===== src/pkg/gicb_pkg.sv =====
// constants for the global interrupt and configuration register bank
// assumes byte offsets 0x080..0x093 decoded from an 8-bit local address
package gicb_pkg;

    localparam int unsigned NUM_CH = 8;

    // ****************************************
    // byte offsets
    // ****************************************
    localparam logic [7:0] OFS_IRQ_FLAGS      = 8'h80;
    localparam logic [7:0] OFS_CODE_LOW       = 8'h81;
    localparam logic [7:0] OFS_CODE_MID       = 8'h82;
    localparam logic [7:0] OFS_CODE_HIGH      = 8'h83;
    localparam logic [7:0] OFS_TIMER_COMMAND  = 8'h84;
    localparam logic [7:0] OFS_TIMER_SPARE    = 8'h85;
    localparam logic [7:0] OFS_PERIOD_LOW     = 8'h86;
    localparam logic [7:0] OFS_PERIOD_HIGH    = 8'h87;
    localparam logic [7:0] OFS_SAMPLE_RATE    = 8'h88;
    localparam logic [7:0] OFS_SPARE_A        = 8'h89;
    localparam logic [7:0] OFS_SOFT_RESET     = 8'h8A;
    localparam logic [7:0] OFS_SLEEP          = 8'h8B;
    localparam logic [7:0] OFS_REVISION       = 8'h8C;
    localparam logic [7:0] OFS_DEVICE_CODE    = 8'h8D;
    localparam logic [7:0] OFS_SPARE_B        = 8'h8E;
    localparam logic [7:0] OFS_GPIO_IRQ_MASK  = 8'h8F;
    localparam logic [7:0] OFS_GPIO_LEVEL     = 8'h90;
    localparam logic [7:0] OFS_GPIO_TRISTATE  = 8'h91;
    localparam logic [7:0] OFS_GPIO_INVERT    = 8'h92;
    localparam logic [7:0] OFS_GPIO_SELECT    = 8'h93;

    // ****************************************
    // reset values and all-asleep pattern
    // ****************************************
    localparam logic [7:0] RST_ZERO           = 8'h00;
    localparam logic [7:0] RST_GPIO_SELECT    = 8'hFF;
    localparam logic [7:0] ALL_ASLEEP         = 8'hFF;

    // ****************************************
    // source codes
    // ****************************************
    localparam logic [2:0] SRC_NONE           = 3'h0;
    localparam logic [2:0] SRC_RX             = 3'h1;
    localparam logic [2:0] SRC_RX_TIMEOUT     = 3'h2;
    localparam logic [2:0] SRC_TX_READY       = 3'h3;
    localparam logic [2:0] SRC_MODEM          = 3'h4;
    localparam logic [2:0] SRC_GPIO           = 3'h6;
    localparam logic [2:0] SRC_TIMER          = 3'h7;
    localparam int unsigned CODE_W            = 3;
    localparam int unsigned CODE_BASE         = 8;

    // ****************************************
    // timer commands
    // ****************************************
    localparam logic [3:0] TCMD_IRQ_ENABLE    = 4'h1;
    localparam logic [3:0] TCMD_IRQ_DISABLE   = 4'h2;
    localparam logic [3:0] TCMD_RESET         = 4'hB;
    localparam logic [7:0] TIMER_PENDING_READ = 8'h01;

endpackage


===== src/design/gicb_bank.sv =====
// global interrupt register and device configuration register bank
// assumes all event, level and strobe inputs except gpio_pin come from
// logic on mclk; register port is a simple byte-lane local port
`timescale 1ns/1ps

module gicb_bank #(
    parameter logic [7:0] DEVICE_CODE   = 8'h5A,  // arbitrary value
    parameter logic [7:0] REVISION_CODE = 8'h01   // arbitrary value
) (
    input  wire logic        mclk,
    input  wire logic        rst,
    input  wire logic [7:0]  reg_addr,
    input  wire logic [3:0]  reg_be,
    input  wire logic        reg_rd,
    input  wire logic        reg_wr,
    input  wire logic [31:0] reg_wdata,
    output logic      [31:0] reg_rdata,
    output logic             reg_rvalid,
    input  wire logic [7:0]  rx_data_ready,
    input  wire logic [7:0]  rx_timeout,
    input  wire logic [7:0]  line_error_evt,
    input  wire logic [7:0]  line_stat_read,
    input  wire logic [7:0]  tx_ready_evt,
    input  wire logic [7:0]  flow_detect_evt,
    input  wire logic [7:0]  int_stat_read,
    input  wire logic [7:0]  modem_evt,
    input  wire logic [7:0]  modem_stat_read,
    input  wire logic        timer_timeout,
    output logic      [3:0]  timer_cmd,
    output logic             timer_cmd_valid,
    output logic      [15:0] timer_period,
    input  wire logic        wake_evt,
    input  wire logic [7:0]  gpio_pin,
    output logic      [7:0]  gpio_out,
    output logic      [7:0]  gpio_tristate,
    output logic      [7:0]  gpio_select,
    output logic      [7:0]  sample_rate_select,
    output logic      [7:0]  sleep_control,
    output logic      [7:0]  soft_reset_req,
    input  wire logic [7:0]  soft_reset_done,
    output logic      [7:0]  spare_b,
    output logic             irq_req
);

    // ****************************************
    // helpers
    // ****************************************
    function automatic logic [2:0] gicb_code(input logic rx, input logic to,
                                             input logic tx, input logic ms,
                                             input logic mp, input logic tm);
        if (rx)      gicb_code = gicb_pkg::SRC_RX;
        else if (to) gicb_code = gicb_pkg::SRC_RX_TIMEOUT;
        else if (tx) gicb_code = gicb_pkg::SRC_TX_READY;
        else if (ms) gicb_code = gicb_pkg::SRC_MODEM;
        else if (mp) gicb_code = gicb_pkg::SRC_GPIO;
        else if (tm) gicb_code = gicb_pkg::SRC_TIMER;
        else         gicb_code = gicb_pkg::SRC_NONE;
    endfunction

    // true when lane carrying byte offset ofs is accessed
    function automatic logic gicb_hit(input logic [7:0] addr, input logic [3:0] be,
                                      input logic [7:0] ofs);
        gicb_hit = (addr[7:2] == ofs[7:2]) && be[ofs[1:0]];
    endfunction

    // ****************************************
    // declarations
    // ****************************************
    logic [7:0]  line_pend;
    logic [7:0]  tx_pend;
    logic [7:0]  flow_pend;
    logic [7:0]  modem_pend;
    logic        timer_pend;
    logic        timer_irq_en;
    logic        gpio_pend;
    logic        wake_pend;
    logic [7:0]  gpio_sync_a;
    logic [7:0]  gpio_sync_b;
    logic        gpio_hit_q;
    logic [7:0]  gpio_level;
    logic [7:0]  gpio_invert;
    logic [7:0]  gpio_irq_mask;
    logic [7:0]  flags;
    logic [23:0] codes;
    logic [7:0]  gpio_seen;
    logic        gpio_hit;
    logic        rd_flags;
    logic        rd_tcmd;
    logic        rd_glvl;
    logic [31:0] next_rdata;

    assign rd_flags = reg_rd && gicb_hit(reg_addr, reg_be, gicb_pkg::OFS_IRQ_FLAGS);
    assign rd_tcmd  = reg_rd && gicb_hit(reg_addr, reg_be, gicb_pkg::OFS_TIMER_COMMAND);
    assign rd_glvl  = reg_rd && gicb_hit(reg_addr, reg_be, gicb_pkg::OFS_GPIO_LEVEL);

    // ****************************************
    // per-channel sticky sources
    // ****************************************
    always_ff @(posedge mclk) begin
        if (rst) begin
            line_pend  <= gicb_pkg::RST_ZERO;
            tx_pend    <= gicb_pkg::RST_ZERO;
            flow_pend  <= gicb_pkg::RST_ZERO;
            modem_pend <= gicb_pkg::RST_ZERO;
        end else begin
            line_pend  <= line_error_evt | (line_pend & ~line_stat_read);
            tx_pend    <= tx_ready_evt | (tx_pend & ~int_stat_read);
            flow_pend  <= flow_detect_evt | (flow_pend & ~int_stat_read);
            modem_pend <= modem_evt | (modem_pend & ~modem_stat_read);
        end
    end

    // ****************************************
    // flags and source codes
    // ****************************************
    always_comb begin
        for (int i = 0; i < gicb_pkg::NUM_CH; i++) begin
            // receive sources follow the fifo level directly
            flags[i] = rx_data_ready[i] | rx_timeout[i] | line_pend[i]
                     | tx_pend[i] | flow_pend[i] | modem_pend[i];
            codes[i*gicb_pkg::CODE_W +: gicb_pkg::CODE_W] =
                gicb_code(rx_data_ready[i] | line_pend[i], rx_timeout[i], tx_pend[i],
                          modem_pend[i] | flow_pend[i],
                          (i == 0) && gpio_pend, (i == 0) && timer_pend);
        end
        flags[0] = flags[0] | gpio_pend | timer_pend;
    end

    // ****************************************
    // wake-up indicator
    // ****************************************
    always_ff @(posedge mclk) begin
        if (rst) begin
            wake_pend <= 1'b0;
        end else begin
            wake_pend <= (wake_evt && sleep_control == gicb_pkg::ALL_ASLEEP)
                       | (wake_pend & ~rd_flags);
        end
    end

    // ****************************************
    // timer command and interrupt
    // ****************************************
    always_ff @(posedge mclk) begin
        if (rst) begin
            timer_irq_en    <= 1'b0;
            timer_pend      <= 1'b0;
            timer_cmd       <= 4'h0;
            timer_cmd_valid <= 1'b0;
        end else begin
            timer_cmd_valid <= 1'b0;
            timer_pend      <= (timer_timeout & timer_irq_en)
                             | (timer_pend & ~rd_tcmd);
            if (reg_wr && gicb_hit(reg_addr, reg_be, gicb_pkg::OFS_TIMER_COMMAND)) begin
                timer_cmd       <= reg_wdata[3:0];
                timer_cmd_valid <= 1'b1;
                case (reg_wdata[3:0])
                    gicb_pkg::TCMD_IRQ_ENABLE: begin
                        timer_irq_en <= 1'b1;
                    end
                    gicb_pkg::TCMD_IRQ_DISABLE: begin
                        timer_irq_en <= 1'b0;
                    end
                    gicb_pkg::TCMD_RESET: begin
                        timer_irq_en <= 1'b0;
                        timer_pend   <= 1'b0;
                    end
                    default: begin
                        timer_irq_en <= timer_irq_en;
                    end
                endcase
            end
        end
    end

    // ****************************************
    // pin interrupt
    // ****************************************
    always_ff @(posedge mclk) begin
        if (rst) begin
            gpio_sync_a <= gicb_pkg::RST_ZERO;
            gpio_sync_b <= gicb_pkg::RST_ZERO;
            gpio_hit_q  <= 1'b0;
            gpio_pend   <= 1'b0;
        end else begin
            gpio_sync_a <= gpio_pin;
            gpio_sync_b <= gpio_sync_a;
            gpio_hit_q  <= gpio_hit;
            gpio_pend   <= (gpio_hit & ~gpio_hit_q) | (gpio_pend & ~rd_glvl);
        end
    end

    assign gpio_seen = gpio_sync_b ^ gpio_invert;
    assign gpio_hit  = |(gpio_seen & gpio_select & gpio_irq_mask);

    // ****************************************
    // writable registers
    // ****************************************
    always_ff @(posedge mclk) begin
        if (rst) begin
            timer_period       <= {gicb_pkg::RST_ZERO, gicb_pkg::RST_ZERO};
            sample_rate_select <= gicb_pkg::RST_ZERO;
            sleep_control      <= gicb_pkg::RST_ZERO;
            spare_b            <= gicb_pkg::RST_ZERO;
            gpio_irq_mask      <= gicb_pkg::RST_ZERO;
            gpio_level         <= gicb_pkg::RST_ZERO;
            gpio_tristate      <= gicb_pkg::RST_ZERO;
            gpio_invert        <= gicb_pkg::RST_ZERO;
            gpio_select        <= gicb_pkg::RST_GPIO_SELECT;
        end else if (reg_wr) begin
            if (gicb_hit(reg_addr, reg_be, gicb_pkg::OFS_PERIOD_LOW))
                timer_period[7:0] <= reg_wdata[23:16];
            if (gicb_hit(reg_addr, reg_be, gicb_pkg::OFS_PERIOD_HIGH))
                timer_period[15:8] <= reg_wdata[31:24];
            if (gicb_hit(reg_addr, reg_be, gicb_pkg::OFS_SAMPLE_RATE))
                sample_rate_select <= reg_wdata[7:0];
            if (gicb_hit(reg_addr, reg_be, gicb_pkg::OFS_SLEEP))
                sleep_control <= reg_wdata[31:24];
            if (gicb_hit(reg_addr, reg_be, gicb_pkg::OFS_SPARE_B))
                spare_b <= reg_wdata[23:16];
            if (gicb_hit(reg_addr, reg_be, gicb_pkg::OFS_GPIO_IRQ_MASK))
                gpio_irq_mask <= reg_wdata[31:24];
            if (gicb_hit(reg_addr, reg_be, gicb_pkg::OFS_GPIO_LEVEL))
                gpio_level <= reg_wdata[7:0];
            if (gicb_hit(reg_addr, reg_be, gicb_pkg::OFS_GPIO_TRISTATE))
                gpio_tristate <= reg_wdata[15:8];
            if (gicb_hit(reg_addr, reg_be, gicb_pkg::OFS_GPIO_INVERT))
                gpio_invert <= reg_wdata[23:16];
            if (gicb_hit(reg_addr, reg_be, gicb_pkg::OFS_GPIO_SELECT))
                gpio_select <= reg_wdata[31:24];
        end
    end

    assign gpio_out = gpio_level;

    // ****************************************
    // soft reset requests
    // ****************************************
    always_ff @(posedge mclk) begin
        if (rst) begin
            soft_reset_req <= gicb_pkg::RST_ZERO;
        end else if (reg_wr && gicb_hit(reg_addr, reg_be, gicb_pkg::OFS_SOFT_RESET)) begin
            soft_reset_req <= reg_wdata[23:16] | (soft_reset_req & ~soft_reset_done);
        end else begin
            soft_reset_req <= soft_reset_req & ~soft_reset_done;
        end
    end

    // ****************************************
    // read path
    // ****************************************
    always_comb begin
        next_rdata = 32'h0000_0000;
        case (reg_addr[7:2])
            gicb_pkg::OFS_IRQ_FLAGS[7:2]: begin
                next_rdata = {codes, flags};
            end
            gicb_pkg::OFS_TIMER_COMMAND[7:2]: begin
                next_rdata[7:0]   = (timer_pend && timer_irq_en) ?
                                    gicb_pkg::TIMER_PENDING_READ : gicb_pkg::RST_ZERO;
                next_rdata[31:16] = timer_period;
            end
            gicb_pkg::OFS_SAMPLE_RATE[7:2]: begin
                next_rdata[7:0]   = sample_rate_select;
                next_rdata[31:24] = sleep_control;
            end
            gicb_pkg::OFS_REVISION[7:2]: begin
                next_rdata[7:0]   = REVISION_CODE;
                next_rdata[15:8]  = DEVICE_CODE;
                next_rdata[31:24] = gpio_irq_mask;
            end
            gicb_pkg::OFS_GPIO_LEVEL[7:2]: begin
                next_rdata = {gpio_select, gpio_invert, gpio_tristate,
                              (gpio_select & gpio_seen) | (~gpio_select & gpio_level)};
            end
            default: begin
                next_rdata = 32'h0000_0000;
            end
        endcase
        for (int b = 0; b < 4; b++) begin
            if (!reg_be[b])
                next_rdata[b*8 +: 8] = 8'h00;
        end
    end

    always_ff @(posedge mclk) begin
        if (rst) begin
            reg_rdata  <= 32'h0000_0000;
            reg_rvalid <= 1'b0;
        end else begin
            reg_rvalid <= reg_rd;
            if (reg_rd)
                reg_rdata <= next_rdata;
        end
    end

    // ****************************************
    // interrupt request
    // ****************************************
    always_ff @(posedge mclk) begin
        if (rst) begin
            irq_req <= 1'b0;
        end else begin
            irq_req <= (|flags) | wake_pend;
        end
    end

endmodule // gicb_bank


===== config.mk =====
export PLATFORM = sky130hd
export DESIGN_NAME = gicb_bank
export DESIGN_NICKNAME = d
export VERILOG_FILES = /design/src/pkg/gicb_pkg.sv /design/src/design/gicb_bank.sv
export SDC_FILE = /design/constraint.sdc
export NUM_CORES = 1
export LEC_CHECK = 0
export ABC_AREA = 1
export BUFFER_PORTS_ARGS = -buffer_cell sky130_fd_sc_hd__buf_2
export CAP_MARGIN = 20
export CORE_UTILIZATION = 39
export CTS_CLUSTER_DIAMETER = 100
export DETAILED_ROUTE_END_ITERATION = 8
export SLEW_MARGIN = 10
export SYNTH_ARGS = -nofsm -noshare
export SYNTH_HDL_FRONTEND = slang
export SYNTH_SLANG_ARGS = --single-unit
export TNS_END_PERCENT = 10

===== constraint.sdc =====
create_clock -name mclk -period 1.6 [get_ports mclk]
set_input_delay 0.08 -clock mclk [delete_from_list [all_inputs] [get_ports mclk]]
set_output_delay 0.08 -clock mclk [all_outputs]
set_load 0.05 [all_outputs]

==> PnR_summary.wiki <==
{| class="wikitable"
! Metric !! Value
|-
| Number of hold violations in the final report || 0
|-
| Switching power of the nets || 0.002411 W
|-
| Switching part of the total power || 23.09%
|-
| Top Ports || 249
|-
| Yosys top cell by area || dfxtp_1
|-
| Startpoint types || primary input
|-
| WP data arrival || 1.84 ns
|-
| Number of remaining DRC errors || 0
|-
| Clock sink count || 180
|-
| Portion of total power attributed to combinational logic || 9.3%
|-
| CTS H-Tree Depth || 4
|-
| Delay of the slowest critical-path stage || 0.57 ns
|-
| Transition at the pin with the smallest max-transition slack || 0.4989 ns
|-
| Largest registers in the final layout || reg_rdata (32), timer_period (16)
|-
| Commonest non-fill, non-tap cell in the layout || buf_2
|-
| Final Non-Filler Cells || 1729
|-
| Latest clock arrival within the worst-skew pair || 0.43 ns
|-
| Post-synthesis to final-layout area growth || 45.60%
|-
| Proportion of layout cells with a drive suffix above 1 || 22.94%
|-
| CP endpoint kind || flip-flop
|-
| Total placed cells including tap cells || 1576
|-
| Final standard cell utilization of the core || 58.86%
|-
| Port Buffer Count || 246
|-
| Antenna violation net count after detailed routing || 0
|-
| Inserted Clock Buffers || 17
|-
| Final GP Congestion || slightly below 0.9
|-
| Clock network fraction of design power || 46.6%
|-
| TritonCTS clock tree || done
|-
| Sequential share of power || 44.2%
|-
| Buffer count from post-CTS setup fixing || 0
|-
| Final Net Count || approximately 1600
|-
| Max-cap violations || 0
|-
| Critical Path Slowest Stage Cell || dlygate4sd3_1
|-
| Share of the synthesized area in the top cell type || a little under half
|-
| Worst hold slack || between 0.04 and 0.05 ns
|-
| Worst Path Buf+Inv || 3
|-
| Post-synthesis instance area || 0.007664 mm²
|-
| Kind of cell with the highest combined delay on the critical path || buffers and inverters
|-
| Sequential cell area || 0.003603 mm²
|-
| Synth top area cells || dfxtp_1 47%, nand2_1 11%, nor2_1 8.1%
|-
| Power density of the placed cells || 935.9 mW/mm²
|-
| Internal cell power || ~0.0080 W
|-
| Effective utilization at floorplan || 40.43%
|-
| Iteration-0 DRC count of the detailed router || ~540
|-
| Detailed placer's ending HPWL || between 15000 and 20000 µm
|-
| WP data required || just under 2 ns
|-
| Wirelength per Cell || about 15 µm
|-
| Average cell area after synthesis || approximately 7.1 µm²
|-
| Final worst slack || roughly 0.14 ns
|-
| Clock-pin transition on the worst setup and hold timing paths || 0.07 ns
|-
| Number of vias after detailed routing || 8377
|-
| Overall routed net length || 26730 µm
|-
| Antenna violations before repair || 0
|-
| Rows || 50
|-
| Horizontal die dimension || 142.2 µm
|-
| Filler Cell Count || between 1500 and 2000
|-
| Net Count, Synth || 1222
|-
| Fmax || 0.6854 GHz
|-
| Number of buffers on the longest clock path || 2
|-
| Normalized max-slew margin || 66.74%
|-
| Top library cells by usage in the layout, fill and taps aside || 245 x buf_2, 217 x nand2_1, 180 x dfxtp_1
|-
| Number of enable flip-flop cells after synthesis || 0
|-
| Cell breakdown of the critical path || buf_2 -> nor2_1 -> buf_4 -> nand3_2 -> nor2_4 -> nand2_1 -> a21oi_1 -> dlygate4sd3_1
|-
| Synth async-reset ratio || 0%
|-
| Core region area || 0.01896 mm²
|-
| Warning count from the yosys run || 0
|-
| Total overflow reported by the global router || 0
|-
| Die Area || 0.02022 mm²
|-
| Vias per Instance || 4.845
|-
| Part of the Yosys area used for sequential elements || 47.02%
|-
| Power, Total || 0.01044 W
|-
| Area of the multi-input gates || 0.003431 mm²
|-
| Clock root cell || clkbuf_16
|-
| Antenna diode instance count || 0
|-
| Final number of setup-violating endpoints || 0
|-
| Cell count after synthesis || 1084
|-
| Clock Skew || ~0.01 ns
|-
| Wire length of the first global-routing pass || 40790 µm
|-
| Run status || finished clean
|-
| Vias in the first global route || 7841
|-
| Number of register bits inferred by synthesis || 180
|-
| Largest fanout of any net on the critical path || 9
|-
| Max FFs per register || 32
|-
| Register with the most flip-flops || reg_rdata
|-
| Clock period minus final worst setup slack || 1.459 ns
|-
| Worst ir drop on vdd || 0.7654 mV
|-
| Portion of the clock cycle consumed by the worst path in the final layout || just over 90%
|-
| Worst Setup Path Type || in -> reg
|-
| Min-delay worst type || in -> reg
|-
| Pleak || 5.282 nW
|-
| Largest net degree at the start of global routing || 103
|-
| Placement-stage worst setup slack || -0.02570 ns
|-
| All-Layer GR Usage || 26.51%
|-
| Vertical extent of the die || 142.2 µm
|-
| Most frequently used flop master after synthesis || dfxtp_1
|-
| Setup repair after global routing missed its margin || false
|-
| Distinct cell type count of the synthesized netlist || 31
|-
| Max-slew violations || 0
|-
| Number of detailed-routing iterations run before antenna repair || 5
|}
## cells in the mapped netlist (7+ instances only)
| library cell | count |
|---|---|
| nand2_1 | 217 |
| clkbuf_1 | 21 |
| buf_2 | 10 |
| nor2_2 | 7 |
| nor2_4 | 8 |
| o21ai_0 | 105 |
| o211ai_1 | 11 |
| inv_2 | 8 |
| a21oi_1 | 121 |
| inv_1 | 115 |
| nand3_1 | 74 |
| dfxtp_1 | 180 |
| nor2_1 | 165 |
| nand4_1 | 7 |
## worst register-to-register path, cell delays in order (launching register included)
cell	delay [ns]
dfxtp_1	0.31
nor2_1	0.20
nor3b_1	0.31
nand2_1	0.15
nor2_1	0.11
nand2_1	0.06
nor2_1	0.09
nor2_1	0.04
## per-stage QoR
stage | instance area [µm²] | setup TNS, ns
global placement | 9250 | 0
finish | 11160 | 0
global route | 11160 | 0
detailed placement | 9250 | -0.06106
floorplan | 7664 | 0
CTS | 11150 | 0
## logic make-up (layout without fill, tap and decap cells)
kind of cell	Yosys count	after routing	synth area share (%)
AND/OR/NAND/NOR	496	496	27.59
AO/OA/AOI/OAI	247	247	17.04
flip-flops	180	180	47.02
buffers and inverters	161	546	8.343
## cell type report
| cell class | instances | area share [%] |
|---|---|---|
| well taps | 260 | 2.915 |
| inverters | 123 | 4.138 |
| clock buffers | 19 | 3.970 |
| clock inverters | 13 | 2.187 |
| flip-flops and latches | 180 | 32.29 |
| multi-input cells | 743 | 30.75 |
| repair buffers | 391 | 23.75 |
## worst paths after layout
kind	startpoint	end	slack [ns]	depth (start not counted)
max	reg_addr[6]	soft_reset_req[7]$_SDFF_PP0_	0.14	8
min	rx_data_ready[6]	reg_rdata[27]$_SDFFE_PP0P_	0.05	6
max reg2reg	line_pend[5]$_SDFF_PP0_	irq_req$_SDFF_PP0_	0.19	7
min reg2reg	gpio_sync_a[3]$_SDFF_PP0_	gpio_sync_b[3]$_SDFF_PP0_	0.39	2
## per-layer routing
metal  up-vias  track usage, %  share of wire (%)
li1       4247               -                  -
met1      3799           34.52                 45
met3        35           5.384                6.6
met2       296           43.65                 47
met4         0           8.829                2.0
met5         -               0                  0
## power groups by stage
stage | Combinational (W) | Clock, W | Sequential, W
final | 0.000968 | 0.00486 | 0.00461
after global routing | 0.00106 | 0.00513 | 0.00462
after CTS | 0.000954 | 0.00493 | 0.00461
after detailed placement | 0.000720 | 0 | 0.00471
after global placement | 0.000715 | 0 | 0.00471
after floorplan | 0.000342 | 0 | 0.00474
## repair_timing
action / 4_1_cts / 5_1_grt
hold buffers: 121 / 0
endpoints found under the hold margin: 115 / 0
endpoints found under the setup margin: 0 / 7
gates resized for setup: 0 / 2
Power figures use the tool's default switching activity.
